--- config.mk ---
export PLATFORM = sky130hd
export DESIGN_NAME = rfm_regs
export DESIGN_NICKNAME = d
export VERILOG_FILES = /design/src/core/rfm_pkg.sv /design/src/core/rfm_regs.sv
export VERILOG_INCLUDE_DIRS = /design/src /design/src/core
export SDC_FILE = /design/constraint.sdc
export NUM_CORES = 1
export LEC_CHECK = 0
export ABC_CLOCK_PERIOD_IN_PS = 3240
export BUFFER_PORTS_ARGS = -buffer_cell sky130_fd_sc_hd__clkbuf_2
export CAP_MARGIN = 20
export CORE_MARGIN = 4
export CORE_UTILIZATION = 59
export DETAILED_ROUTE_END_ITERATION = 12
export PLACE_DENSITY = 0.83
export SLEW_MARGIN = 15
export SYNTH_ARGS = -nofsm -noshare
export SYNTH_HDL_FRONTEND = slang
export SYNTH_SLANG_ARGS = --single-unit
--- constraint.sdc ---
create_clock -name clk -period 3.24 [get_ports clk]
set_input_delay 0.486 -clock clk [delete_from_list [all_inputs] [get_ports clk]]
set_output_delay 0.486 -clock clk [all_outputs]
set_load 0.01 [all_outputs]
--- src/core/rfm_map.svh ---
// Register offsets, field positions and default values of the rail fault mask bank
`ifndef RFM_MAP_SVH
`define RFM_MAP_SVH
`define RFM_OFS_FORCE_ON 8'hA1
`define RFM_OFS_FAULT_MASK_FIRST 8'hA2
`define RFM_OFS_FAULT_MASK_SECOND 8'hA3
`define RFM_OFS_PG_GROUP_FIRST 8'hA4
`define RFM_BIT_LINEAR_THIRD_FORCE_ON 0
`define RFM_BIT_RSVD_ZERO 6
`define RFM_BIT_RSVD_ONE 5
`define RFM_MASK_SECOND_RW 8'h7F
`define RFM_DEF_FORCE_ON 8'h00
`define RFM_DEF_FAULT_MASK_FIRST 8'h00
`define RFM_DEF_FAULT_MASK_SECOND 8'h20
`define RFM_DEF_PG_GROUP_FIRST 8'hFF
`endif

--- src/core/rfm_pkg.sv ---
// Types of the rail fault mask bank
package rfm_pkg;
    // Rails of the first group, bit 7 down to 0
    typedef struct packed {
        logic linear_reg_second;
        logic converter_a_rail;
        logic [5:0] step_down_rail;
    } rfm_group_first_t;
    // Rails of the second group, bit 4 down to 0
    typedef struct packed {
        logic linear_reg_first;
        logic termination_reg;
        logic converter_b_second_rail;
        logic converter_b_first_rail;
        logic linear_reg_third;
    } rfm_group_second_t;
    // Register request port, reads and writes
    typedef struct packed {
        logic wr;
        logic rd;
        logic [7:0] addr;
        logic [7:0] wdata;
    } rfm_reg_req_t;
endpackage : rfm_pkg

--- src/core/rfm_regs.sv ---
// Rail fault mask, force-on and output one power-good grouping registers
// Operation
// - Force-on clear: enable follows the pin only
// - Force-on set: on unless disable bit 0
// - First mask: bit7 linear2, bit6 converterA, bucks
// - Mask 1 blocks shutdown from that rail
// - Second mask: linear1, termination, B2, B1, linear3
// - Masks at A2h and A3h, variant defaults
// - Output one grouping register at A4h
// - Grouping bit 0 includes, 1 excludes rail
`timescale 1ns/1ps
`include "rfm_map.svh"
module rfm_regs #(
    parameter logic [7:0] DEF_FORCE_ON = `RFM_DEF_FORCE_ON,
    parameter logic [7:0] DEF_MASK_FIRST = `RFM_DEF_FAULT_MASK_FIRST,
    parameter logic [7:0] DEF_MASK_SECOND = `RFM_DEF_FAULT_MASK_SECOND,
    parameter logic [7:0] DEF_PG_GROUP = `RFM_DEF_PG_GROUP_FIRST
) (
    input wire logic clk,
    input wire logic resetn,
    input wire rfm_pkg::rfm_reg_req_t req,
    output logic [7:0] rdata,
    input wire logic linear_third_pin_en,
    input wire logic linear_third_disable_bit,
    output logic linear_third_enable,
    input wire rfm_pkg::rfm_group_first_t fault_first,
    input wire rfm_pkg::rfm_group_second_t fault_second,
    input wire rfm_pkg::rfm_group_first_t pg_first,
    output logic shutdown_req,
    output logic output_one_pg
);
    // Reserved second mask bits need their fixed default levels
    if (DEF_MASK_SECOND[`RFM_BIT_RSVD_ZERO] != 1'b0 || DEF_MASK_SECOND[7] != 1'b0
        || DEF_MASK_SECOND[`RFM_BIT_RSVD_ONE] != 1'b1) begin : g_bad_default
        $error("Second fault mask default breaks the reserved bit levels");
    end

    logic [7:0] force_on_ff;
    logic [7:0] fault_mask_first_ff;
    logic [7:0] fault_mask_second_ff;
    logic [7:0] pg_group_first_ff;
    logic [7:0] rdata_ff;
    logic shutdown_ff;
    logic pg_ff;
    logic en_ff;
    logic [7:0] fault_first_s1, fault_first_s2;
    logic [4:0] fault_second_s1, fault_second_s2;
    logic [7:0] pg_first_s1, pg_first_s2;
    logic pin_s1, pin_s2, dis_s1, dis_s2;

    function automatic logic hit(input logic [7:0] a, input logic [7:0] ofs);
        hit = (a == ofs);
    endfunction : hit

    ////////////////////////////////////////////////////////////////////////
    // Input synchronisers
    always_ff @(posedge clk or negedge resetn) begin
        if (!resetn) begin
            fault_first_s1 <= 8'h00;
            fault_first_s2 <= 8'h00;
            fault_second_s1 <= 5'h00;
            fault_second_s2 <= 5'h00;
            pg_first_s1 <= 8'h00;
            pg_first_s2 <= 8'h00;
            pin_s1 <= 1'b0;
            pin_s2 <= 1'b0;
            dis_s1 <= 1'b0;
            dis_s2 <= 1'b0;
        end else begin
            fault_first_s1 <= fault_first;
            fault_first_s2 <= fault_first_s1;
            fault_second_s1 <= fault_second;
            fault_second_s2 <= fault_second_s1;
            pg_first_s1 <= pg_first;
            pg_first_s2 <= pg_first_s1;
            pin_s1 <= linear_third_pin_en;
            pin_s2 <= pin_s1;
            dis_s1 <= linear_third_disable_bit;
            dis_s2 <= dis_s1;
        end
    end

    ////////////////////////////////////////////////////////////////////////
    // Register writes
    always_ff @(posedge clk or negedge resetn) begin
        if (!resetn) begin
            force_on_ff <= DEF_FORCE_ON;
            fault_mask_first_ff <= DEF_MASK_FIRST;
            fault_mask_second_ff <= DEF_MASK_SECOND;
            pg_group_first_ff <= DEF_PG_GROUP;
        end else if (req.wr) begin
            if (hit(req.addr, `RFM_OFS_FORCE_ON)) begin
                force_on_ff <= req.wdata;
            end
            if (hit(req.addr, `RFM_OFS_FAULT_MASK_FIRST)) begin
                fault_mask_first_ff <= req.wdata;
            end
            if (hit(req.addr, `RFM_OFS_FAULT_MASK_SECOND)) begin
                fault_mask_second_ff <= req.wdata & `RFM_MASK_SECOND_RW;
            end
            if (hit(req.addr, `RFM_OFS_PG_GROUP_FIRST)) begin
                pg_group_first_ff <= req.wdata;
            end
        end
    end

    ////////////////////////////////////////////////////////////////////////
    // Register reads, unmapped read zero
    always_ff @(posedge clk or negedge resetn) begin
        if (!resetn) begin
            rdata_ff <= 8'h00;
        end else if (req.rd) begin
            case (1'b1)
                hit(req.addr, `RFM_OFS_FORCE_ON): rdata_ff <= force_on_ff;
                hit(req.addr, `RFM_OFS_FAULT_MASK_FIRST): rdata_ff <= fault_mask_first_ff;
                hit(req.addr, `RFM_OFS_FAULT_MASK_SECOND): rdata_ff <= fault_mask_second_ff;
                hit(req.addr, `RFM_OFS_PG_GROUP_FIRST): rdata_ff <= pg_group_first_ff;
                default: rdata_ff <= 8'h00;
            endcase
        end
    end
    assign rdata = rdata_ff;

    ////////////////////////////////////////////////////////////////////////
    // Rail control outputs
    logic nxt_shutdown, nxt_pg, nxt_en;
    always_comb begin
        nxt_shutdown = |(fault_first_s2 & ~fault_mask_first_ff)
            | |(fault_second_s2 & ~fault_mask_second_ff[4:0]);
        nxt_pg = &(pg_first_s2 | pg_group_first_ff);
        if (force_on_ff[`RFM_BIT_LINEAR_THIRD_FORCE_ON]) begin
            nxt_en = dis_s2;
        end else begin
            nxt_en = pin_s2;
        end
    end

    always_ff @(posedge clk or negedge resetn) begin
        if (!resetn) begin
            shutdown_ff <= 1'b0;
            pg_ff <= 1'b0;
            en_ff <= 1'b0;
        end else begin
            shutdown_ff <= nxt_shutdown;
            pg_ff <= nxt_pg;
            en_ff <= nxt_en;
        end
    end
    assign shutdown_req = shutdown_ff;
    assign output_one_pg = pg_ff;
    assign linear_third_enable = en_ff;

    ////////////////////////////////////////////////////////////////////////
    // Checks
    property p_mask_write;
        @(posedge clk) disable iff (!resetn)
        (req.wr && req.addr == `RFM_OFS_FAULT_MASK_FIRST) |=> fault_mask_first_ff == $past(req.wdata);
    endproperty
    a_mask_write: assert property (p_mask_write) else $error("First mask not written");
    property p_second_top;
        @(posedge clk) disable iff (!resetn) fault_mask_second_ff[7] == 1'b0;
    endproperty
    a_second_top: assert property (p_second_top) else $error("Second mask bit 7 set");
    property p_shutdown;
        @(posedge clk) disable iff (!resetn)
        (|(fault_first_s2 & ~fault_mask_first_ff)) |=> shutdown_req;
    endproperty
    a_shutdown: assert property (p_shutdown) else $error("Unmasked fault missed");
    property p_masked;
        @(posedge clk) disable iff (!resetn)
        (((fault_first_s2 & ~fault_mask_first_ff) == 8'h00)
            && ((fault_second_s2 & ~fault_mask_second_ff[4:0]) == 5'h00)) |=> !shutdown_req;
    endproperty
    a_masked: assert property (p_masked) else $error("Masked fault shut down");
    property p_pg;
        @(posedge clk) disable iff (!resetn)
        ((pg_first_s2 | pg_group_first_ff) != 8'hFF) |=> !output_one_pg;
    endproperty
    a_pg: assert property (p_pg) else $error("Good with included rail bad");
    property p_pg_excl;
        @(posedge clk) disable iff (!resetn) (pg_group_first_ff == 8'hFF) |=> output_one_pg;
    endproperty
    a_pg_excl: assert property (p_pg_excl) else $error("Excluded rails not ignored");
    property p_force;
        @(posedge clk) disable iff (!resetn)
        (force_on_ff[0] && dis_s2) |=> linear_third_enable;
    endproperty
    a_force: assert property (p_force) else $error("Force-on ignored");
    property p_pin;
        @(posedge clk) disable iff (!resetn)
        (!force_on_ff[0]) |=> linear_third_enable == $past(pin_s2);
    endproperty
    a_pin: assert property (p_pin) else $error("Pin control ignored");
    property p_read;
        @(posedge clk) disable iff (!resetn)
        (req.rd && req.addr == `RFM_OFS_PG_GROUP_FIRST && !req.wr) |=> rdata == pg_group_first_ff;
    endproperty
    a_read: assert property (p_read) else $error("Grouping read wrong");
    property p_fault_second;
        @(posedge clk) disable iff (!resetn)
        (|(fault_second_s2 & ~fault_mask_second_ff[4:0])) |=> shutdown_req;
    endproperty
    a_fault_second: assert property (p_fault_second) else $error("Unmasked second group fault missed");
    property p_force_off;
        @(posedge clk) disable iff (!resetn)
        (force_on_ff[0] && !dis_s2) |=> !linear_third_enable;
    endproperty
    a_force_off: assert property (p_force_off) else $error("Disable bit ignored under force-on");
    property p_second_write;
        @(posedge clk) disable iff (!resetn)
        (req.wr && req.addr == `RFM_OFS_FAULT_MASK_SECOND) |=> fault_mask_second_ff[4:0] == $past(req.wdata[4:0]);
    endproperty
    a_second_write: assert property (p_second_write) else $error("Second mask not written");
    property p_unmapped_read;
        @(posedge clk) disable iff (!resetn)
        (req.rd && (req.addr < `RFM_OFS_FORCE_ON || req.addr > `RFM_OFS_PG_GROUP_FIRST)) |=> rdata == 8'h00;
    endproperty
    a_unmapped_read: assert property (p_unmapped_read) else $error("Unmapped read not zero");
    c_shutdown: cover property (@(posedge clk) disable iff (!resetn) $rose(shutdown_req));
    c_pg: cover property (@(posedge clk) disable iff (!resetn) $rose(output_one_pg));
    c_force: cover property (@(posedge clk) disable iff (!resetn) force_on_ff[0] && linear_third_enable);
    c_masked_fault: cover property (@(posedge clk) disable iff (!resetn)
        (|(fault_first_s2 & fault_mask_first_ff)) && !shutdown_req);
endmodule : rfm_regs

======== Yosys cells after proc, flatten, opt, wreduce, memory -nomap -nowiden ========
Cells that the tools add are included.
cells by class
  reductions and logical operators ........ 7
  muxes and demuxes ....................... 5
  equal/unequal tests ..................... 4
  bitwise logic cells ..................... 6
operator list
  operator                                    number
  equality test 8 bit, second input constant  4
  two-way mux 8 bit                           4
  bitwise AND 8 bit                           1
  NOT 8 bit                                   1
  bitwise OR 8 bit                            1
  AND reduction 2 bit                         4
  AND reduction 8 bit                         1
  OR reduction 8 bit                          1
  bitwise AND 5 bit                           1
  NOT 5 bit                                   1
  OR reduction 5 bit                          1
  two-way mux 1 bit                           1
  bitwise OR 1 bit                            1
storage, ports and cells
  input port bits ......................... 43
  flip-flop bits (word level) ............. 88
  word-level logic and storage cells ...... 40

======== Logic depth before layout (Yosys ltp) ========
Gate-level depths: netlist of the first run.
  word-level depth ........................ 5
  mapped depth ............................ 6
  gate-level depth less buffers ........... 4

======== Least setup slack after synthesis of the first run ========
Ideal clock, no wire load.
  path type ............................... input to register
  start point ............................. input req[15] in the netlist's numbering
  end point ............................... register fault_mask_second_ff[0]
  path slack .............................. 1.623 ns
  setup time .............................. 0.125 ns
  arrival ................................. 1.491 ns
  path buffers ............................ 2
  stages .................................. 6
  path through ............................ nor2b_4 -> and4_1 -> buf_6 -> and3_4 -> buf_6 -> mux2_4
on the way
  cells in the longest elaborated chain, start to end .. 2
RTL lines
  item                           RTL line        RTL
  from (decl)                    rfm_regs.sv:21  input wire rfm_pkg::rfm_reg_req_t req,
  equality test 8 bit            rfm_regs.sv:52  hit = (a == ofs);
  AND reduction 2 bit (no line)  -
  to (signal assigned)           rfm_regs.sv:99  fault_mask_second_ff <= req.wdata & `RFM_MASK_SECOND_RW;
  to (decl)                      rfm_regs.sv:40  logic [7:0] fault_mask_second_ff;
No other way between the ends.
A chain may end at the register's enable or synchronous reset.

======== Worst setup path in the final report of the first run ========
  start point ............................. input req[10] in the netlist's numbering
  end point ............................... register rdata_ff[0], in the netlist rdata[0]
on the way
  cells in the longest elaborated chain, start to end .. 5
  elaborated cells on any way between the ends .. 8
RTL lines
  item                            RTL line         RTL
  equality test 8 bit             rfm_regs.sv:52
  two-way mux 8 bit (3 in a row)  rfm_regs.sv:113  case (1'b1)
  two-way mux 8 bit (*)           rfm_regs.sv:113
  to (signal assigned)            rfm_regs.sv:114  hit(req.addr, `RFM_OFS_FORCE_ON): rdata_ff <= force_on_ff;
  to (signal assigned)            rfm_regs.sv:115  hit(req.addr, `RFM_OFS_FAULT_MASK_FIRST): rdata_ff <= fault_mask_first_ff;
  to (signal assigned)            rfm_regs.sv:116  hit(req.addr, `RFM_OFS_FAULT_MASK_SECOND): rdata_ff <= fault_mask_second_ff;
  to (decl)                       rfm_regs.sv:42   logic [7:0] rdata_ff;
Mark *: on every way between the ends. The rest lies on a longest branch, timed or not.

==> results.md, run 1 <==
* Total CTS buffers at 9
* Placed insts at 333
* Number of distinct library cells after synthesis at 28
* CORE AREA at 5172 sq um
* Syn_nets at 262
* CP arrival at 1870 ps
* Row cnt at 26
* Setup CP Type: primary input to register
* Most frequent cells in the layout: dfrtp_1 (79), clkbuf_2 (52), mux2_2 (25), inv_1 (20), o22ai_1 (15)
* Post-route DRC at 0
* Global Route Usage Sum at 19.81%
* Die width at 81.70 um
* RSZ-0062 raised after global routing: false
* CP endpoint kind: register
* Vias at 1906
* ANT cells at 0
* Seq cells post-synth at 88
* Die area at 6674 sq um
* Cell taking the most area after synthesis: dfrtp_1
* CTS sink cnt at 88
* Largest net degree at the start of global routing at 89
* YS warnings at 0
* Syn Area/Cell at 14.63 sq um
* I/O Pins at 54
* CP Launch Type: primary input
* Static Leak at 1.711 nW
* Async SR Flop Fraction at 100.0%
* Skew final at 11.56 ps
* Final #Nets at 317
* Area delta synth->final at 14.96%
* Detail Route Antenna Nets at 0
* Final Hold Violating Endpoints at 0
* Layout cell share with drive strength beyond 1 at 41.58%
* Postcts setup bufs at 0
* HP Class: primary input to asynchronous set/reset pin
* First-pass GRT wire length at 9466 um
* Max cap viols at 0
* CP max FO at 12
* CTS root buf: clkbuf_8
* Largest cells by area after synthesis: dfrtp_1 (62%), mux2_2 (8.8%), dfstp_2 (7.4%)
* Pwr/cell area at 525.4 nW/um^2
* DR WL/cell at 16.83 um
* Worst vdd ir at 354.9 uV
* Die Y-Extent at 81.70 um
* Post-synth top area share at 61.69%
* Fill count at 346
* Main flop type after synthesis: dfrtp_1
* Number of port buffers at 53
* Initial Util at 61.95%
* Clock buffer depth at 2
* Final setup violation count at 0
* Reg clk slew, reported paths at 90 ps
* Worst-skew pair later-pin latency at 350 ps
* Final GP Congestion at 0.8548
* Hold Buf Count CTS at 0
* H-tree Lvls at 3
* Fmax at 0.6002 GHz
* Final Slew Violations at 0
* Most common cell after layout, fill and taps aside: dfrtp_1
* CTS tree: done
* Initial drt markers at 152
* Worst endpoint required time at 3450 ps
* Post-synth EDFFs at 0
* Vias per inst at 5.461
* Syn Inst Count at 219
* Routed WL at 5872 um
* Status: finished, final reports clean
* Final worst-path cycle share at 51.42%
* Cts repair resizes at 0
* Tightest Pin Transition at 737.8 ps
* Slew headroom at 50.81%
* Post-DP HPWL at 4157 um
* Total congestion overflow at 0
* Netlist Area Pre-Place at 3204 sq um
* Setup TNS at 0 ps
* Register area share after synthesis at 69.07%
* DR pass1 iterations at 5
* Final non-filler cell total at 349
* Initial antenna violation count at 0
* Vias in the first global route at 1963
* Fin crit period at 1666 ps
## per-layer routing
layer	vias up	share of wire, %	global-route usage (%)
met5	-	0	0
met4	0	2.2	8.472
met3	16	7.4	5.811
met2	85	49	32.41
met1	928	41	24.74
li1	877	-	-
## state kept, by name, summed over array words and instances (netlist names), 8 cells and up
| name | count |
|---|---|
| fault_first_s1 | 8 |
| fault_first_s2 | 8 |
| fault_mask_first_ff | 8 |
| force_on_ff | 8 |
| pg_first_s1 | 8 |
| pg_first_s2 | 8 |
| pg_group_first_ff | 8 |
| rdata | 8 |
## worst max-delay path, stage by stage
cell and delay [ps]:
clkbuf_2 190, nor2b_1 470, nand2b_1 320, o21ai_0 300, o22ai_1 100
## report_power, final
group | switching (mW) | internal [mW] | total [mW]
Combinational | 0.0602 | 0.0506 | 0.111
Sequential | 0.0231 | 1.15 | 1.17
Clock | 0.370 | 0.281 | 0.651
Total | 0.454 | 1.48 | 1.94
## final cells by class
type / count / area (sq um) / share of cell area, %
clock inverters: 6 / 45.04 / 1.223
clock buffers: 10 / 127.6 / 3.465
flip-flops and latches: 88 / 2213 / 60.09
repair buffers: 53 / 271.5 / 7.371
inverters: 20 / 75.07 / 2.038
multi-input cells: 102 / 863.3 / 23.44
well taps: 70 / 87.58 / 2.378
## path summary, 6_finish.rpt
kind / start / slack [ps] / endpoint / depth (start not counted)
hold / removal: resetn / 170 / fault_first_s2[4]$_DFF_PN0_ / 1
hold reg to reg: fault_second_s1[4]$_DFF_PN0_ / 350 / fault_second_s2[4]$_DFF_PN0_ / 0
max in group asynchronous: resetn / 2560 / output_one_pg$_DFF_PN0_ / 1
min in group clk: fault_second[2] / 240 / fault_second_s1[2]$_DFF_PN0_ / 1
setup reg to reg: fault_mask_first_ff[2]$_DFFE_PN0P_ / 1890 / rdata[2]$_DFFE_PN0P_ / 3
setup / recovery: req[10] / 1570 / rdata[0]$_DFFE_PN0P_ / 5
## logic make-up after synthesis
| family | share of synthesized area [%] |
|---|---|
| compound gates | 7.107 |
| simple gates | 7.770 |
| buf+inv | 3.982 |
| mux | 12.07 |
| flops | 69.07 |
## per-stage QoR
| step | setup slack, ps | instance area [sq um] | hold WS (ps) | util, % | total power, mW |
|---|---|---|---|---|---|
| 6_report | 1574 | 3684 | 165.9 | 71.21 | 1.935 |
| 5_1_grt | 1453 | 3684 | 209.2 | 71.21 | 2.018 |
| 4_1_cts | 1659 | 3680 | 217.2 | 71.14 | 1.954 |
| 3_5_place_dp | 1287 | 3507 | 334.7 | 67.80 | 1.307 |
| 3_3_place_gp | 1352 | 3507 | 332.7 | 67.80 | 1.300 |
| 2_1_floorplan | 1623 | 3204 | 190.4 | - | 1.238 |
## cell usage after synthesis (2+ instances only)
master,n
dfrtp_1,79
mux2_2,25
inv_1,20
o22ai_1,15
nor3b_1,14
dfstp_2,9
o21ai_0,9
a2111oi_0,7
mux2_4,7
nand2b_1,6
clkbuf_1,4
buf_2,3
nand2_2,3
nor2_1,3
buf_6,2
Power figures use the tool's default switching activity.
==> run 2: changes to the inputs <==
--- a/config.mk
+++ b/config.mk
@@ -6,13 +6,13 @@
 export SDC_FILE = /design/constraint.sdc
 export NUM_CORES = 1
 export LEC_CHECK = 0
-export ABC_CLOCK_PERIOD_IN_PS = 3240
+export ABC_CLOCK_PERIOD_IN_PS = 1300
 export BUFFER_PORTS_ARGS = -buffer_cell sky130_fd_sc_hd__clkbuf_2
 export CAP_MARGIN = 20
 export CORE_MARGIN = 4
-export CORE_UTILIZATION = 59
+export CORE_UTILIZATION = 49
 export DETAILED_ROUTE_END_ITERATION = 12
-export PLACE_DENSITY = 0.83
+export PLACE_DENSITY = 0.74
 export SLEW_MARGIN = 15
 export SYNTH_ARGS = -nofsm -noshare
 export SYNTH_HDL_FRONTEND = slang
==> constraint.sdc (replaced) <==
create_clock -name clk -period 1.3 [get_ports clk]
set_input_delay 0.195 -clock clk [delete_from_list [all_inputs] [get_ports clk]]
set_output_delay 0.195 -clock clk [all_outputs]
set_load 0.01 [all_outputs]
==> run 2 against run 1 <==
Effect of this change:
- count of clock-buffer cells in the layout is 2 higher
- register-to-register slack worse by 1900 ps
- design area rose by 14%
- largest cell class unchanged
==> results.md, run 2 (synthesis results as in run 1) <==
* Most frequent cells in the layout: dfrtp_1 (79), clkbuf_2 (52), mux2_2 (25), dlygate4sd3_1 (24)
* Initial Util at 50.46%
* Setup CP Type: register to register
* Area after DPL at 3706 sq um
* DR pass1 iterations at 6
* CTS root buf: clkbuf_8
* Power Total at 5.436 mW
* Static Leak at 1.967 nW
* Min-delay src: req[7]
* CORE AREA at 6350 sq um
* Critical R2R Capture: rdata[5]$_DFFE_PN0P_
* Max cap viols at 0
* Final Slew Violations at 0
* Post-DP HPWL at 4483 um
* First-pass GRT wire length at 10660 um
* Pwr/cell area at 1289 nW/um^2
* Clock buffer depth at 2
* I/O Pins at 54
* Post-route cell area at 4217 sq um
* CP endpoint kind: register
* Setup TNS at 0 ps
* H-tree Lvls at 3
* Area delta synth->final at 31.59%
* Vias at 2106
* Row cnt at 29
* Reg2Reg Depth at 4
* Final worst-path cycle share at 97.54%
* Global Route Usage Sum at 18.68%
* Initial antenna violation count at 0
* Postcts setup bufs at 0
* Final GP Congestion at 0.9238
* Fin crit period at 1268 ps
* Number of port buffers at 53
* Largest net degree at the start of global routing at 31
* Slowest stage delay, CP at 550 ps
* Grt met1 use at 23.74%
* Skew final at 4.820 ps
* Final Hold Violating Endpoints at 0
* CP arrival at 1540 ps
* Die width at 88.87 um
* Worst R2R Setup Slack at 30 ps
* Pre-CTS setup slack at -299.4 ps
* Critical Path, Cell by Cell: nor3b_1 > a2111oi_2 > buf_4 > o22ai_1
* Die Y-Extent at 88.87 um
* Slew headroom at 71.33%
* Final setup violation count at 0
* Initial drt markers at 159
* CTS sink cnt at 88
* GRT busiest layer: met2
* CP max FO at 3
* Worst vdd ir at 1000 uV
* CP max-delay cell: dfstp_2
* Total CTS buffers at 9
* Die area at 7897 sq um
* Worst endpoint required time at 1570 ps
* Final Worst Setup Slack at 32.00 ps
* Met3 Use GR at 4.376%
* Layout cell share with drive strength beyond 1 at 44.75%
* Fin Hold WS at 126.3 ps
* Post-route DRC at 0
* CTS tree: done
* RSZ-0062 raised after global routing: false
* Detail Route Antenna Nets at 0
* Finished Core Util at 66.40%
* DR WL/cell at 16.44 um
* Fmax at 0.7886 GHz
* Total congestion overflow at 0
* Hold endpoint: force_on_ff[7]$_DFFE_PN0P_
* Status: finished, final reports clean
* Final #Nets at 362
* Worst-skew pair later-pin latency at 350 ps
* ANT cells at 0
* Tightest Pin Transition at 429.5 ps
* Placed insts at 361
* Final non-filler cell total at 401
* Vias per inst at 5.252
* Reg clk slew, reported paths at 80 ps
* Worst hold stages at 2
* Vias in the first global route at 2232
* HP Class: primary input to register
* Worst r2r src: pg_group_first_ff[5]$_DFFE_PN1P_
* Routed WL at 6594 um
* Met2 GRT Util at 30.03%
* Most common cell after layout, fill and taps aside: dfrtp_1
* CP Launch Type: register
[run 2: worst max-delay path by stage]
stage / from / to / slack, ps / cells after the start
final: pg_group_first_ff[5]$_DFFE_PN1P_ / rdata[5]$_DFFE_PN0P_ / 30 / 4
after global routing: fault_mask_first_ff[6]$_DFFE_PN0P_ / rdata[6]$_DFFE_PN0P_ / 6 / 4
after CTS: fault_mask_first_ff[1]$_DFFE_PN0P_ / rdata[1]$_DFFE_PN0P_ / 20 / 3
after detailed placement: req[8] / rdata[5]$_DFFE_PN0P_ / -300 / 6
after global placement: req[8] / rdata[6]$_DFFE_PN0P_ / -250 / 6
after floorplan: req[15] / fault_mask_second_ff[0]$_DFFE_PN0P_ / -8 / 6
[run 2: critical path: cells and delay by family (launching register included)]
kind | cells | cell delay, ps
simple gates | 1 | 280
buf+inv | 1 | 160
flops | 1 | 550
compound gates | 2 | 210
[run 2: area by class of cell]
class / instances / area, sq um
Sequential cell: 88 / 2213
Fill cell: 438 / 2133
Multi-Input combinational cell: 102 / 909.6
Timing Repair Buffer: 98 / 690.7
Clock buffer: 12 / 155.1
Tap cell: 77 / 96.34
Clock inverter: 4 / 76.32
Inverter: 20 / 75.07
[run 2: metal layers]
| layer | wire length [um] | up-vias |
|---|---|---|
| met5 | 0 | - |
| met2 | 3284 | 73 |
| met4 | 204 | 0 |
| met1 | 2690 | 1052 |
| li1 | - | 967 |
| met3 | 415 | 14 |
[run 2: report_power, final]
part	total, mW	leakage, nW	switching (mW)	internal [mW]
registers	2.92	1.08	0.0567	2.87
logic	0.409	0.776	0.186	0.223
clock network	2.10	0.113	0.913	1.19
[run 2: timing repair]
item | CTS | global route
resized for setup | 4 | 8
endpoints found under the setup margin | 2 | 5
hold endpoints to repair | 46 | 0
cloned | 0 | 0
hold buffers | 24 | 0
pin swaps | 0 | 1
